===== config.mk =====
export PLATFORM = sky130hd
export DESIGN_NAME = utf_token_status
export DESIGN_NICKNAME = d
export VERILOG_FILES = /design/src/utf_pkg.sv /design/src/utf_token_status.sv /design/src/utf_line_filter.sv /design/src/utf_apb_regs.sv
export SDC_FILE = /design/constraint.sdc
export NUM_CORES = 1
export LEC_CHECK = 0
export BUFFER_PORTS_ARGS = -buffer_cell sky130_fd_sc_hd__buf_2
export CAP_MARGIN = 20
export CELL_PAD_IN_SITES_DETAIL_PLACEMENT = 0
export CELL_PAD_IN_SITES_GLOBAL_PLACEMENT = 1
export CORE_MARGIN = 3
export CORE_UTILIZATION = 41
export DETAILED_ROUTE_END_ITERATION = 12
export GPL_TIMING_DRIVEN = 1
export PLACE_DENSITY_LB_ADDON = 0.3
export SYNTH_ARGS = -nofsm -noshare
export SYNTH_HDL_FRONTEND = slang
export SYNTH_SLANG_ARGS = --single-unit

===== constraint.sdc =====
create_clock -name mclk -period 2.25 [get_ports mclk]
set_input_delay 0.45 -clock mclk [delete_from_list [all_inputs] [get_ports mclk]]
set_output_delay 0.45 -clock mclk [all_outputs]
set_load 0.01 [all_outputs]

===== src/utf_pkg.sv =====
// Register map, field positions and constants for the USB token status block
package utf_pkg;
	localparam int          ADDR_W           = 8;
	localparam logic [7:0]  OFF_DEV_ADDR     = 8'h08;
	localparam logic [7:0]  OFF_LAST_PID     = 8'h2C;
	localparam logic [7:0]  OFF_LAST_EP      = 8'h30;
	localparam logic [7:0]  OFF_EP_SPECIAL   = 8'h34;
	localparam logic [7:0]  OFF_OTG_MASK     = 8'h38;
	localparam logic [7:0]  OFF_PWR_SIG      = 8'h3C;
	localparam logic [7:0]  OFF_PHY_CTRL     = 8'h40;
	localparam logic [7:0]  OFF_IRQ_STATUS   = 8'h44;
	localparam logic [7:0]  OFF_IRQ_MASK     = 8'h48;
	localparam int          EP_VALID_BIT     = 4;
	localparam logic [4:0]  EP_SPECIAL_OR    = 5'h10;
	localparam int          PWR_SIG_W        = 9;
	localparam int          PHY_PD_DIS_BIT   = 18;
	localparam int          PHY_RST_RES_BIT  = 13;
	localparam int          PHY_K_RES_BIT    = 12;
	localparam int          PHY_FILT_LSB     = 8;
	localparam int          PHY_FILT_MSB     = 11;
	localparam int          PHY_AUTO_RES_BIT = 7;
	localparam int          PHY_CONF_LSB     = 4;
	localparam int          PHY_CONF_MSB     = 6;
	localparam logic [31:0] PHY_CTRL_WMASK   = 32'h0004_3FF0;
	localparam logic [31:0] DEV_ADDR_WMASK   = 32'h0000_007F;
	localparam logic [31:0] EP_SPECIAL_WMASK = 32'h0000_FFFF;
	localparam logic [31:0] PWR_SIG_WMASK    = 32'h0000_01FF;
	localparam int          IRQ_W            = 3;
	localparam int          IRQ_TOKEN        = 0;
	localparam int          IRQ_RST_RES      = 1;
	localparam int          IRQ_K_RES        = 2;
	localparam logic [1:0]  LS_SE0           = 2'h0;
	localparam logic [1:0]  LS_J             = 2'h1;
	localparam logic [1:0]  LS_K             = 2'h2;
	typedef enum logic [1:0] {ST_RUN, ST_SUSPEND} utf_susp_type;
endpackage


===== src/utf_token_status.sv =====
// USB front-end token status, endpoint marking and PHY control registers
//
// Register access over APB was decided locally.
`timescale 1ns/100ps
`default_nettype none
module utf_token_status
	import utf_pkg::*;
(
	// Clock and reset
	input  wire logic              mclk,
	input  wire logic              rst_b,
	// APB slave
	input  wire logic              psel,
	input  wire logic              penable,
	input  wire logic              pwrite,
	input  wire logic [ADDR_W-1:0] paddr,
	input  wire logic [31:0]       pwdata,
	output logic      [31:0]       prdata,
	output logic                   pready,
	output logic                   pslverr,
	// Token decoder input
	input  wire logic              tok_valid,
	input  wire logic [3:0]        tok_pid,
	input  wire logic [6:0]        tok_addr,
	input  wire logic [3:0]        tok_ep,
	// Receive port endpoint output
	output logic                   rx_ep_valid,
	output logic      [4:0]        rx_ep,
	// Transceiver side
	input  wire logic [1:0]        line_state,
	input  wire logic              suspended,
	output logic      [1:0]        line_state_filt,
	output logic                   resume_req,
	output logic      [2:0]        transceiver_config_pins,
	output logic                   data_port_a_pulldown_en,
	output logic                   data_port_b_pulldown_en,
	// Interrupt
	output logic                   irq
);
	logic [6:0]           dev_addr_r;
	logic [3:0]           pid_r;
	logic [3:0]           ep_r;
	logic                 ep_valid_r;
	logic [15:0]          ep_special_r;
	logic [31:0]          otg_mask_r;
	logic [PWR_SIG_W-1:0] pwr_sig_r;
	logic [31:0]          phy_ctrl_r;
	logic [IRQ_W-1:0]     irq_status_r;
	logic [IRQ_W-1:0]     irq_mask_r;
	logic [31:0]          prdata_r;
	logic                 rx_ep_valid_r;
	logic [4:0]           rx_ep_r;
	logic                 resume_req_r;
	utf_susp_type         susp_r;
	logic                 wr_en;
	logic                 rd_en;
	logic                 mapped;
	logic                 tok_hit;
	logic                 res_se0;
	logic                 res_k;
	logic [31:0]          rd_mux;
	logic [IRQ_W-1:0]     irq_evt;

	utf_apb_regs u_dec (
		.psel    (psel),
		.penable (penable),
		.pwrite  (pwrite),
		.paddr   (paddr),
		.wr_en   (wr_en),
		.rd_en   (rd_en),
		.mapped  (mapped)
	);

	utf_line_filter #(.CNT_W(17)) u_filt (
		.mclk       (mclk),
		.rst_b      (rst_b),
		.log2_delay (phy_ctrl_r[PHY_FILT_MSB:PHY_FILT_LSB]),
		.ls_raw     (line_state),
		.ls_filt    (line_state_filt)
	);

	// Zero-wait slave; unmapped addresses answer with an error
	assign pready  = 1'b1;
	assign pslverr = psel && penable && !mapped;
	assign prdata  = prdata_r;

	assign tok_hit = tok_valid && (tok_addr == dev_addr_r);

	// Auto-resume events seen while suspended
	assign res_se0 = (susp_r == ST_SUSPEND) && (line_state_filt == LS_SE0);
	assign res_k   = (susp_r == ST_SUSPEND) && (line_state_filt == LS_K);

	// Device address, programmed after enumeration
	always_ff @(posedge mclk or negedge rst_b)
	begin
		if (!rst_b)
			dev_addr_r <= '0;
		else if (wr_en && paddr == OFF_DEV_ADDR)
			dev_addr_r <= pwdata[6:0];
	end

	// Last token capture; software cannot write these
	always_ff @(posedge mclk or negedge rst_b)
	begin
		if (!rst_b)
		begin
			pid_r      <= '0;
			ep_r       <= '0;
			ep_valid_r <= 1'b0;
		end
		else if (tok_hit)
		begin
			pid_r      <= tok_pid;
			ep_r       <= tok_ep;
			ep_valid_r <= 1'b1;
		end
	end

	// Plain writable registers, masked to their fields
	always_ff @(posedge mclk or negedge rst_b)
	begin
		if (!rst_b)
		begin
			ep_special_r <= '0;
			otg_mask_r   <= '0;
			pwr_sig_r    <= '0;
			irq_mask_r   <= '0;
		end
		else if (wr_en)
		begin
			if (paddr == OFF_EP_SPECIAL)
				ep_special_r <= pwdata[15:0];
			if (paddr == OFF_OTG_MASK)
				otg_mask_r <= pwdata;
			if (paddr == OFF_PWR_SIG)
				pwr_sig_r <= pwdata[PWR_SIG_W-1:0];
			if (paddr == OFF_IRQ_MASK)
				irq_mask_r <= pwdata[IRQ_W-1:0];
		end
	end

	// PHY control; resume flags set by hardware win over a same-cycle clear
	always_ff @(posedge mclk or negedge rst_b)
	begin
		if (!rst_b)
			phy_ctrl_r <= '0;
		else
		begin
			if (wr_en && paddr == OFF_PHY_CTRL)
				phy_ctrl_r <= pwdata & PHY_CTRL_WMASK;
			if (res_se0)
				phy_ctrl_r[PHY_RST_RES_BIT] <= 1'b1;
			if (res_k)
				phy_ctrl_r[PHY_K_RES_BIT] <= 1'b1;
		end
	end

	// Suspend controller: auto-resume only when enabled
	always_ff @(posedge mclk or negedge rst_b)
	begin
		if (!rst_b)
		begin
			susp_r       <= ST_RUN;
			resume_req_r <= 1'b0;
		end
		else
		begin
			resume_req_r <= 1'b0;
			unique case (susp_r)
				ST_RUN:
					if (suspended && phy_ctrl_r[PHY_AUTO_RES_BIT])
						susp_r <= ST_SUSPEND;
				ST_SUSPEND:
					if (!phy_ctrl_r[PHY_AUTO_RES_BIT] || !suspended)
						susp_r <= ST_RUN;
					else if (res_se0 || res_k)
					begin
						susp_r       <= ST_RUN;
						resume_req_r <= 1'b1;
					end
				default:
					susp_r <= ST_RUN;
			endcase
		end
	end

	// Receive port endpoint, marked when its special bit is set
	always_ff @(posedge mclk or negedge rst_b)
	begin
		if (!rst_b)
		begin
			rx_ep_valid_r <= 1'b0;
			rx_ep_r       <= '0;
		end
		else
		begin
			rx_ep_valid_r <= tok_hit;
			if (tok_hit)
				rx_ep_r <= ep_special_r[tok_ep] ? ({1'b0, tok_ep} | EP_SPECIAL_OR)
				                                 : {1'b0, tok_ep};
		end
	end

	// Interrupt status: write one to clear, new events win
	assign irq_evt = {res_k, res_se0, tok_hit};
	always_ff @(posedge mclk or negedge rst_b)
	begin
		if (!rst_b)
			irq_status_r <= '0;
		else if (wr_en && paddr == OFF_IRQ_STATUS)
			irq_status_r <= (irq_status_r & ~pwdata[IRQ_W-1:0]) | irq_evt;
		else
			irq_status_r <= irq_status_r | irq_evt;
	end
	assign irq = |(irq_status_r & irq_mask_r);

	// Read mux; reserved bits zero
	always_comb
	begin
		rd_mux = '0;
		unique case (paddr)
			OFF_DEV_ADDR:   rd_mux = {25'h0, dev_addr_r};
			OFF_LAST_PID:   rd_mux = {28'h0, pid_r};
			OFF_LAST_EP:    rd_mux = {27'h0, ep_valid_r, ep_r};
			OFF_EP_SPECIAL: rd_mux = {16'h0, ep_special_r};
			OFF_OTG_MASK:   rd_mux = otg_mask_r;
			OFF_PWR_SIG:    rd_mux = {23'h0, pwr_sig_r};
			OFF_PHY_CTRL:   rd_mux = phy_ctrl_r;
			OFF_IRQ_STATUS: rd_mux = {29'h0, irq_status_r};
			OFF_IRQ_MASK:   rd_mux = {29'h0, irq_mask_r};
			default:        rd_mux = '0;
		endcase
	end

	// Read data captured in setup so it is stable through access
	always_ff @(posedge mclk or negedge rst_b)
	begin
		if (!rst_b)
			prdata_r <= '0;
		else if (rd_en)
			prdata_r <= rd_mux;
	end

	assign rx_ep_valid              = rx_ep_valid_r;
	assign rx_ep                    = rx_ep_r;
	assign resume_req               = resume_req_r;
	// Pins follow control bits directly; both pulldown enables are the inverse of the disable bit
	assign transceiver_config_pins  = phy_ctrl_r[PHY_CONF_MSB:PHY_CONF_LSB];
	assign data_port_a_pulldown_en  = !phy_ctrl_r[PHY_PD_DIS_BIT];
	assign data_port_b_pulldown_en  = !phy_ctrl_r[PHY_PD_DIS_BIT];
endmodule // utf_token_status
`default_nettype wire


===== src/utf_line_filter.sv =====
// Line-state filter holding off changes for 2**log2 clocks
`timescale 1ns/100ps
`default_nettype none
module utf_line_filter
	import utf_pkg::*;
#(
	parameter int CNT_W = 16
)(
	// Clock and reset
	input  wire logic       mclk,
	input  wire logic       rst_b,
	// Control
	input  wire logic [3:0] log2_delay,
	// Line state
	input  wire logic [1:0] ls_raw,
	output logic      [1:0] ls_filt
);
	logic [CNT_W-1:0] cnt_r;
	logic [1:0]       ls_filt_r;
	logic [CNT_W-1:0] limit;

	assign limit   = CNT_W'(1) << log2_delay;
	assign ls_filt = ls_filt_r;

	// Raw must differ from the filtered level for the whole window; whatever level raw has at its end passes
	always_ff @(posedge mclk or negedge rst_b)
	begin
		if (!rst_b)
		begin
			cnt_r     <= '0;
			ls_filt_r <= LS_SE0;
		end
		else if (ls_raw == ls_filt_r)
			cnt_r <= '0;
		else if (cnt_r + CNT_W'(1) >= limit)
		begin
			cnt_r     <= '0;
			ls_filt_r <= ls_raw;
		end
		else
			cnt_r <= cnt_r + CNT_W'(1);
	end
endmodule // utf_line_filter
`default_nettype wire


===== src/utf_apb_regs.sv =====
// APB slave decode helper: write and read strobes, mapped-address flag
`timescale 1ns/100ps
`default_nettype none
module utf_apb_regs
	import utf_pkg::*;
(
	// APB request
	input  wire logic              psel,
	input  wire logic              penable,
	input  wire logic              pwrite,
	input  wire logic [ADDR_W-1:0] paddr,
	// Decode results
	output logic                   wr_en,
	output logic                   rd_en,
	output logic                   mapped
);
	always_comb
	begin
		unique case (paddr)
			OFF_DEV_ADDR, OFF_LAST_PID, OFF_LAST_EP, OFF_EP_SPECIAL, OFF_OTG_MASK,
			OFF_PWR_SIG, OFF_PHY_CTRL, OFF_IRQ_STATUS, OFF_IRQ_MASK: mapped = 1'b1;
			default: mapped = 1'b0;
		endcase
	end
	assign wr_en = psel && penable && pwrite && mapped;
	assign rd_en = psel && !penable && !pwrite;
endmodule // utf_apb_regs
`default_nettype wire


# After elaboration in Yosys (flattened, before gate mapping)
# Index checks and enable logic that the tools add are counted.
# classes
n_addsub	1
multipliers	0
order_cmp	2
eq_ne	15
shift	1
n_div	0
bitwise	6
n_mux	18
n_reduce_logical	33
# ops
cell	count
case mux 32 bit (9 select lines)	1
equality test 8 x 6 -> 1 bit, second input constant	5
two-way mux 17 bit	2
equality test 8 x 7 -> 1 bit, second input constant	3
adder 17 x 1 -> 17 bit, second input constant	1
>= comparator 17 bit	1
left shift 1 x 4 -> 17 bit, first input constant	1
two-way mux 14 bit	1
logical AND 1 bit	13
AND reduction 2 bit	6
OR reduction 9 bit	1
equality test 8 x 4 -> 1 bit, second input constant	1
equality test 7 bit	1
two-way mux 1 bit	7
bitwise AND 3 bit	2
logical NOT 1 bit	6
two-way mux 2 bit	3
bitwise OR 3 bit	2
< comparator 4 x 5 -> 1 bit, second input constant	1
two-way mux 5 bit	1
binary-select mux 1 bit (select 4 bit)	1
logical NOT 2 bit	2
case mux 2 bit (2 select lines)	1
nonzero test 2 bit	2
other kinds (10)	11
# word_totals
latchBits	0
ram_bits	0
register_bits	150
wordCells	95
mem_bits_ro	0
inputBits	64
output_inout_bits	49
mem_count	0

# Depth between registers and ports, before layout
# logic_depth
depth_word	7
ltp_mapped	12
mapped_depth_nobuf	11

# Cells and area by module
# From an unflattened synthesis, not the netlist that was laid out.
# hier_totals
cells_unflattened	583
area_unflattened_um2	7258.2
# by_module_without_submodules
module	cells_each	area_each_um2	seq_area_each_um2	instances
utf_token_status	426	5729.2	3153.0	1
utf_line_filter	148	1456.4	475.5	1
utf_apb_regs	9	72.6	0.0	1

# Worst setup path before layout
# OpenSTA, ideal clock, no wires.
# synth_path
path_kind	reg2reg
from	register u_filt.cnt_r[0]
to	register u_filt.cnt_r[10]
setup_ns	0.088
period_less_slack_ns	2.460
path_buffers	1
path_stages_with_launch	13
setup_slack_ns	-0.210
t_required_ns	2.162
t_arrival_ns	2.371
path_cell_list	dfrtp_1 -> ha_1 -> inv_1 -> nor2_1 -> nand3_1 -> xnor2_1 -> ha_1 -> a211oi_1 -> o21bai_1 -> a21oi_1 -> o211ai_2 -> buf_2 -> nor3b_1
# synth_via
elab_chain_cells	4
# synth_lines
item	line	rtl
start: declaration	utf_line_filter.sv:18	logic [CNT_W-1:0] cnt_r;
start signal: assignment	utf_line_filter.sv:41	cnt_r <= cnt_r + CNT_W'(1);
adder 17 x 1 -> 17 bit *	utf_line_filter.sv:35, utf_line_filter.sv:41	
>= comparator 17 bit	utf_line_filter.sv:35	else if (cnt_r + CNT_W'(1) >= limit)
two-way mux 17 bit *	utf_line_filter.sv:35	
two-way mux 17 bit *	utf_line_filter.sv:33	else if (ls_raw == ls_filt_r)
# Mark *: on every way between the ends. The rest lies on a longest branch, timed or not.
# A chain may end at the register's enable or synchronous reset.

# Worst setup path in the final report
# layout_path
from	register u_filt.cnt_r[4]
to	register u_filt.ls_filt_r[1] (netlist: u_filt.ls_filt[1])
# layout_via
elab_chain_cells	3
# layout_lines
item	line	rtl
adder 17 x 1 -> 17 bit	utf_line_filter.sv:35	
>= comparator 17 bit	utf_line_filter.sv:35	
AND reduction 2 bit (no source line)	--	
end signal: assignment	utf_line_filter.sv:38	ls_filt_r <= ls_raw;
end: declaration	utf_line_filter.sv:19	logic [1:0] ls_filt_r;
# Every way passes these cells.

==> reports/qor.csv <==
stage;metric;value;unit
finish;most common cell after layout, fill and taps aside;dfrtp_1;
floorplan;# IOs;113;
pwr;leak pwr;4.506;nW
pwr;P per Cell Area;629.0;nW/um^2
cts;CTS Buf Count;17;
worst_setup_path;Crit path arrival time;2.77;ns
global_route;antenna violations before repair;0;
timing;Fin Clk Skew;0.009517;ns
synthesis;syn_nets;675;
synthesis;post-synth cell types;60;
cts;Clock Tree Root;clkbuf_16;
hold_path;Hold Path Class;input pin to register;
cts;CTS tree;done;
cts;clk sinks;145;
floorplan;Die W;138.7;um
floorplan;Die Y;138.7;um
synthesis;synth warn;0;
placement;IO buf count;111;
floorplan;core area;16880;um^2
synthesis;Synth async-reset ratio;100.0;%
synthesis;syn avg cell area;12.15;um^2
floorplan;Core Rows;47;
outcome;status;finished with violations;
synthesis;part of the Yosys area used for sequential elements;50.29;%
finish;Antenna Cells;0;
worst_setup_path;Worst Setup Start Kind;register;
routing;Initial DRC Count;362;
timing;Hold Slack;0.2593;ns
pwr;Int Pwr;4.351;mW
routing;Vias;5388;
finish;P&R area growth vs syn;26.07;%
placement;DPL Wire Length;13.78;mm
global_route;maximum number of pins on one net before global-route repair;54;
cts;H-tree Lvls;4;
placement;routability-driven placement congestion ratio;0.7872;
timing;RSZ-0062 raised after global routing;true;
timing;final setup violation count;18;
worst_setup_path;crit end category;register;
synthesis;Synth Cell Area;7214;um^2
global_route;first-pass GRT wire length;30.67;mm
cts;clock-pin slew on the worst setup and hold paths;0.06;ns
worst_setup_path;Crit Path Category;register to register;
routing;number of antenna-violating nets in the routed design;0;
synthesis;ys flop type;dfrtp_1;
global_route;vias in the first global route;5619;
flow_run;max_cap viols;0;
pwr;clock share of power;46.5;%
timing;Worst slew margin;65.22;%
placement;Setup Slack @ Placement;-0.2781;ns
finish;nets;831;
timing;final hold violation count;0;
timing;post-route minimum period;2.471;ns
floorplan;Total Die Area;19220;um^2
floorplan;Initial Utilization;42.75;%
cts;Clock Path Buffers;2;
pwr;Combinational Power Share;6.5;%
routing;Routed WL per cell;19.31;um
pwr;sw frac;23.94;%
synthesis;Gate Count Post-Synth;594;
worst_setup_path;crit path max fanout;6;
global_route;Global Route Usage Sum;19.78;%
finish;most frequent cells in the layout;dfrtp_1, buf_2, nand2_1;
routing;DR pass1 iterations;6;
timing;part of the cycle the worst path needs;109.8;%
timing;Fmax achieved;404.8;MHz
routing;final WL;18.96;mm
timing;fin. max-slew vios;0;
timing;final worst-path setup slack;-0.2206;ns
pwr;NetSw;1.369;mW
cts;clock latency on the worst-skew pair;0.42;ns
finish;ratio of cells with drive above 1 in the final layout;45.67;%
outcome;violated checks;negative setup slack;
routing;Via-to-Cell Ratio;5.487;
worst_setup_path;Req. time, crit path;2.55;ns
pwr;Tot Pwr;5.721;mW
synthesis;EDFF count, synth;0;
synthesis;Synth Register Bits;145;
global_route;grt total ovfl;0;
timing;worst slew pin tran;0.5217;ns
pwr;sequential power share;47.0;%
pwr;Worst VDD drop;0.5190;mV
routing;DRC;0;
[logic make-up after synthesis]
kind of cell,Yosys count,synth area share (%)
multiplexers,104,18.49
adder cells (fa/ha/maj),17,2.948
flip-flops,145,50.29
AND/OR/NAND/NOR,173,13.13
buffers and inverters,40,3.902
AO/OA/AOI/OAI,89,8.221
XOR/XNOR,24,2.914
other,2,0.1041
[metrics by stage]
step,cells,TNS [ns],utilization (%),cell area [um^2]
finish,982,-2.827,53.89,9095
global route,982,-5.261,53.89,9095
CTS,980,-1.925,53.63,9051
detailed placement,946,-3.762,49.23,8309
global placement,946,-1.981,49.23,8309
floorplan,594,-0.02109,-,7292
[critical path, stage by stage (launching register included)]
cell      delay (ns)
dfrtp_1         0.38
nand3_2         0.14
nor2_4          0.21
nand4_1         0.19
xnor2_2         0.21
ha_4            0.29
and3_4          0.21
nand3_4         0.07
o211ai_4        0.31
mux2_4          0.33
[registers in the layout, indices dropped and copies added, names as in the netlist]
register        count
dev_addr_r          7
ep_r                3
ep_special_r       16
ep_valid_r          1
irq_mask_r          3
irq_status_r        3
otg_mask_r         32
phy_ctrl_r         11
pid_r               4
prdata             32
pwr_sig_r           9
resume_req          1
rx_ep               2
rx_ep_valid         1
susp_r              1
u_filt.cnt_r       17
u_filt.ls_filt      2
[layer usage]
layer / vias to the layer above / GRT usage, % / share of wire (%)
met5: - / 0 / 0
met4: 0 / 4.840 / 0.81
met3: 13 / 3.828 / 5.6
met2: 171 / 31.86 / 48
met1: 2730 / 27.81 / 46
li1: 2474 / - / -
[cell usage after synthesis (6+ instances only)]
cell type	count	area, um^2
mux2_2	54	608.1
nor2b_1	7	43.79
nand3_1	26	130.1
a222oi_1	7	70.07
a22oi_1	6	45.04
buf_2	9	45.04
ha_1	17	212.7
mux2_1	7	78.83
nand2_1	72	270.3
o21ai_0	30	150.1
a21oi_1	14	70.07
nor3b_1	15	112.6
nor2_1	16	60.06
nand4_1	9	56.30
buf_4	8	60.06
xor2_1	6	52.55
mux2_4	30	450.4
dfrtp_1	145	3628
mux2i_1	8	80.08
xnor2_1	18	157.7
a22o_1	6	52.55
and3_1	8	50.05
clkbuf_1	11	41.29
[area by class of cell]
cell class	instances	area [um^2]
flip-flops and latches	145	3628
clock buffers	18	439.2
multi-input cells	409	3560
repair buffers	173	1066
well taps	220	275.3
fillers	1460	7782
clock inverters	13	111.4
inverters	4	15.01
[final timing paths]
kind / startpoint / to / slack (ns) / depth (start not counted)
worst max-delay path: u_filt.cnt_r[4] / u_filt.ls_filt[1] / -0.22 / 9
worst min-delay path: tok_pid[1] / pid_r[1] / 0.26 / 2
worst max register to register: u_filt.cnt_r[4] / u_filt.ls_filt[1] / -0.22 / 9
worst min register to register: ep_valid_r / ep_valid_r / 0.47 / 1
max in group asynchronous: rst_b / otg_mask_r[23] / 0.91 / 3
min in group asynchronous: rst_b / phy_ctrl_r[10] / 0.57 / 2
[what timing repair did]
action	4_1_cts	5_1_grt
gates resized for setup	33	5
pin swaps	11	8
setup buffers	2	2
hold buffers	1	0
hold endpoints to repair	1	0
setup endpoints to repair	18	18
[power groups by stage]
| stage | Sequential, mW | Clock [mW] | Combinational [mW] |
|---|---|---|---|
| 2_1_floorplan | 2.73 | 0 | 0.158 |
| 3_3_place_gp | 2.73 | 0 | 0.353 |
| 3_5_place_dp | 2.74 | 0 | 0.363 |
| 4_1_cts | 2.69 | 2.72 | 0.376 |
| 5_1_grt | 2.69 | 2.83 | 0.411 |
| 6_report | 2.69 | 2.66 | 0.373 |
(Power assumes the default switching activity.)
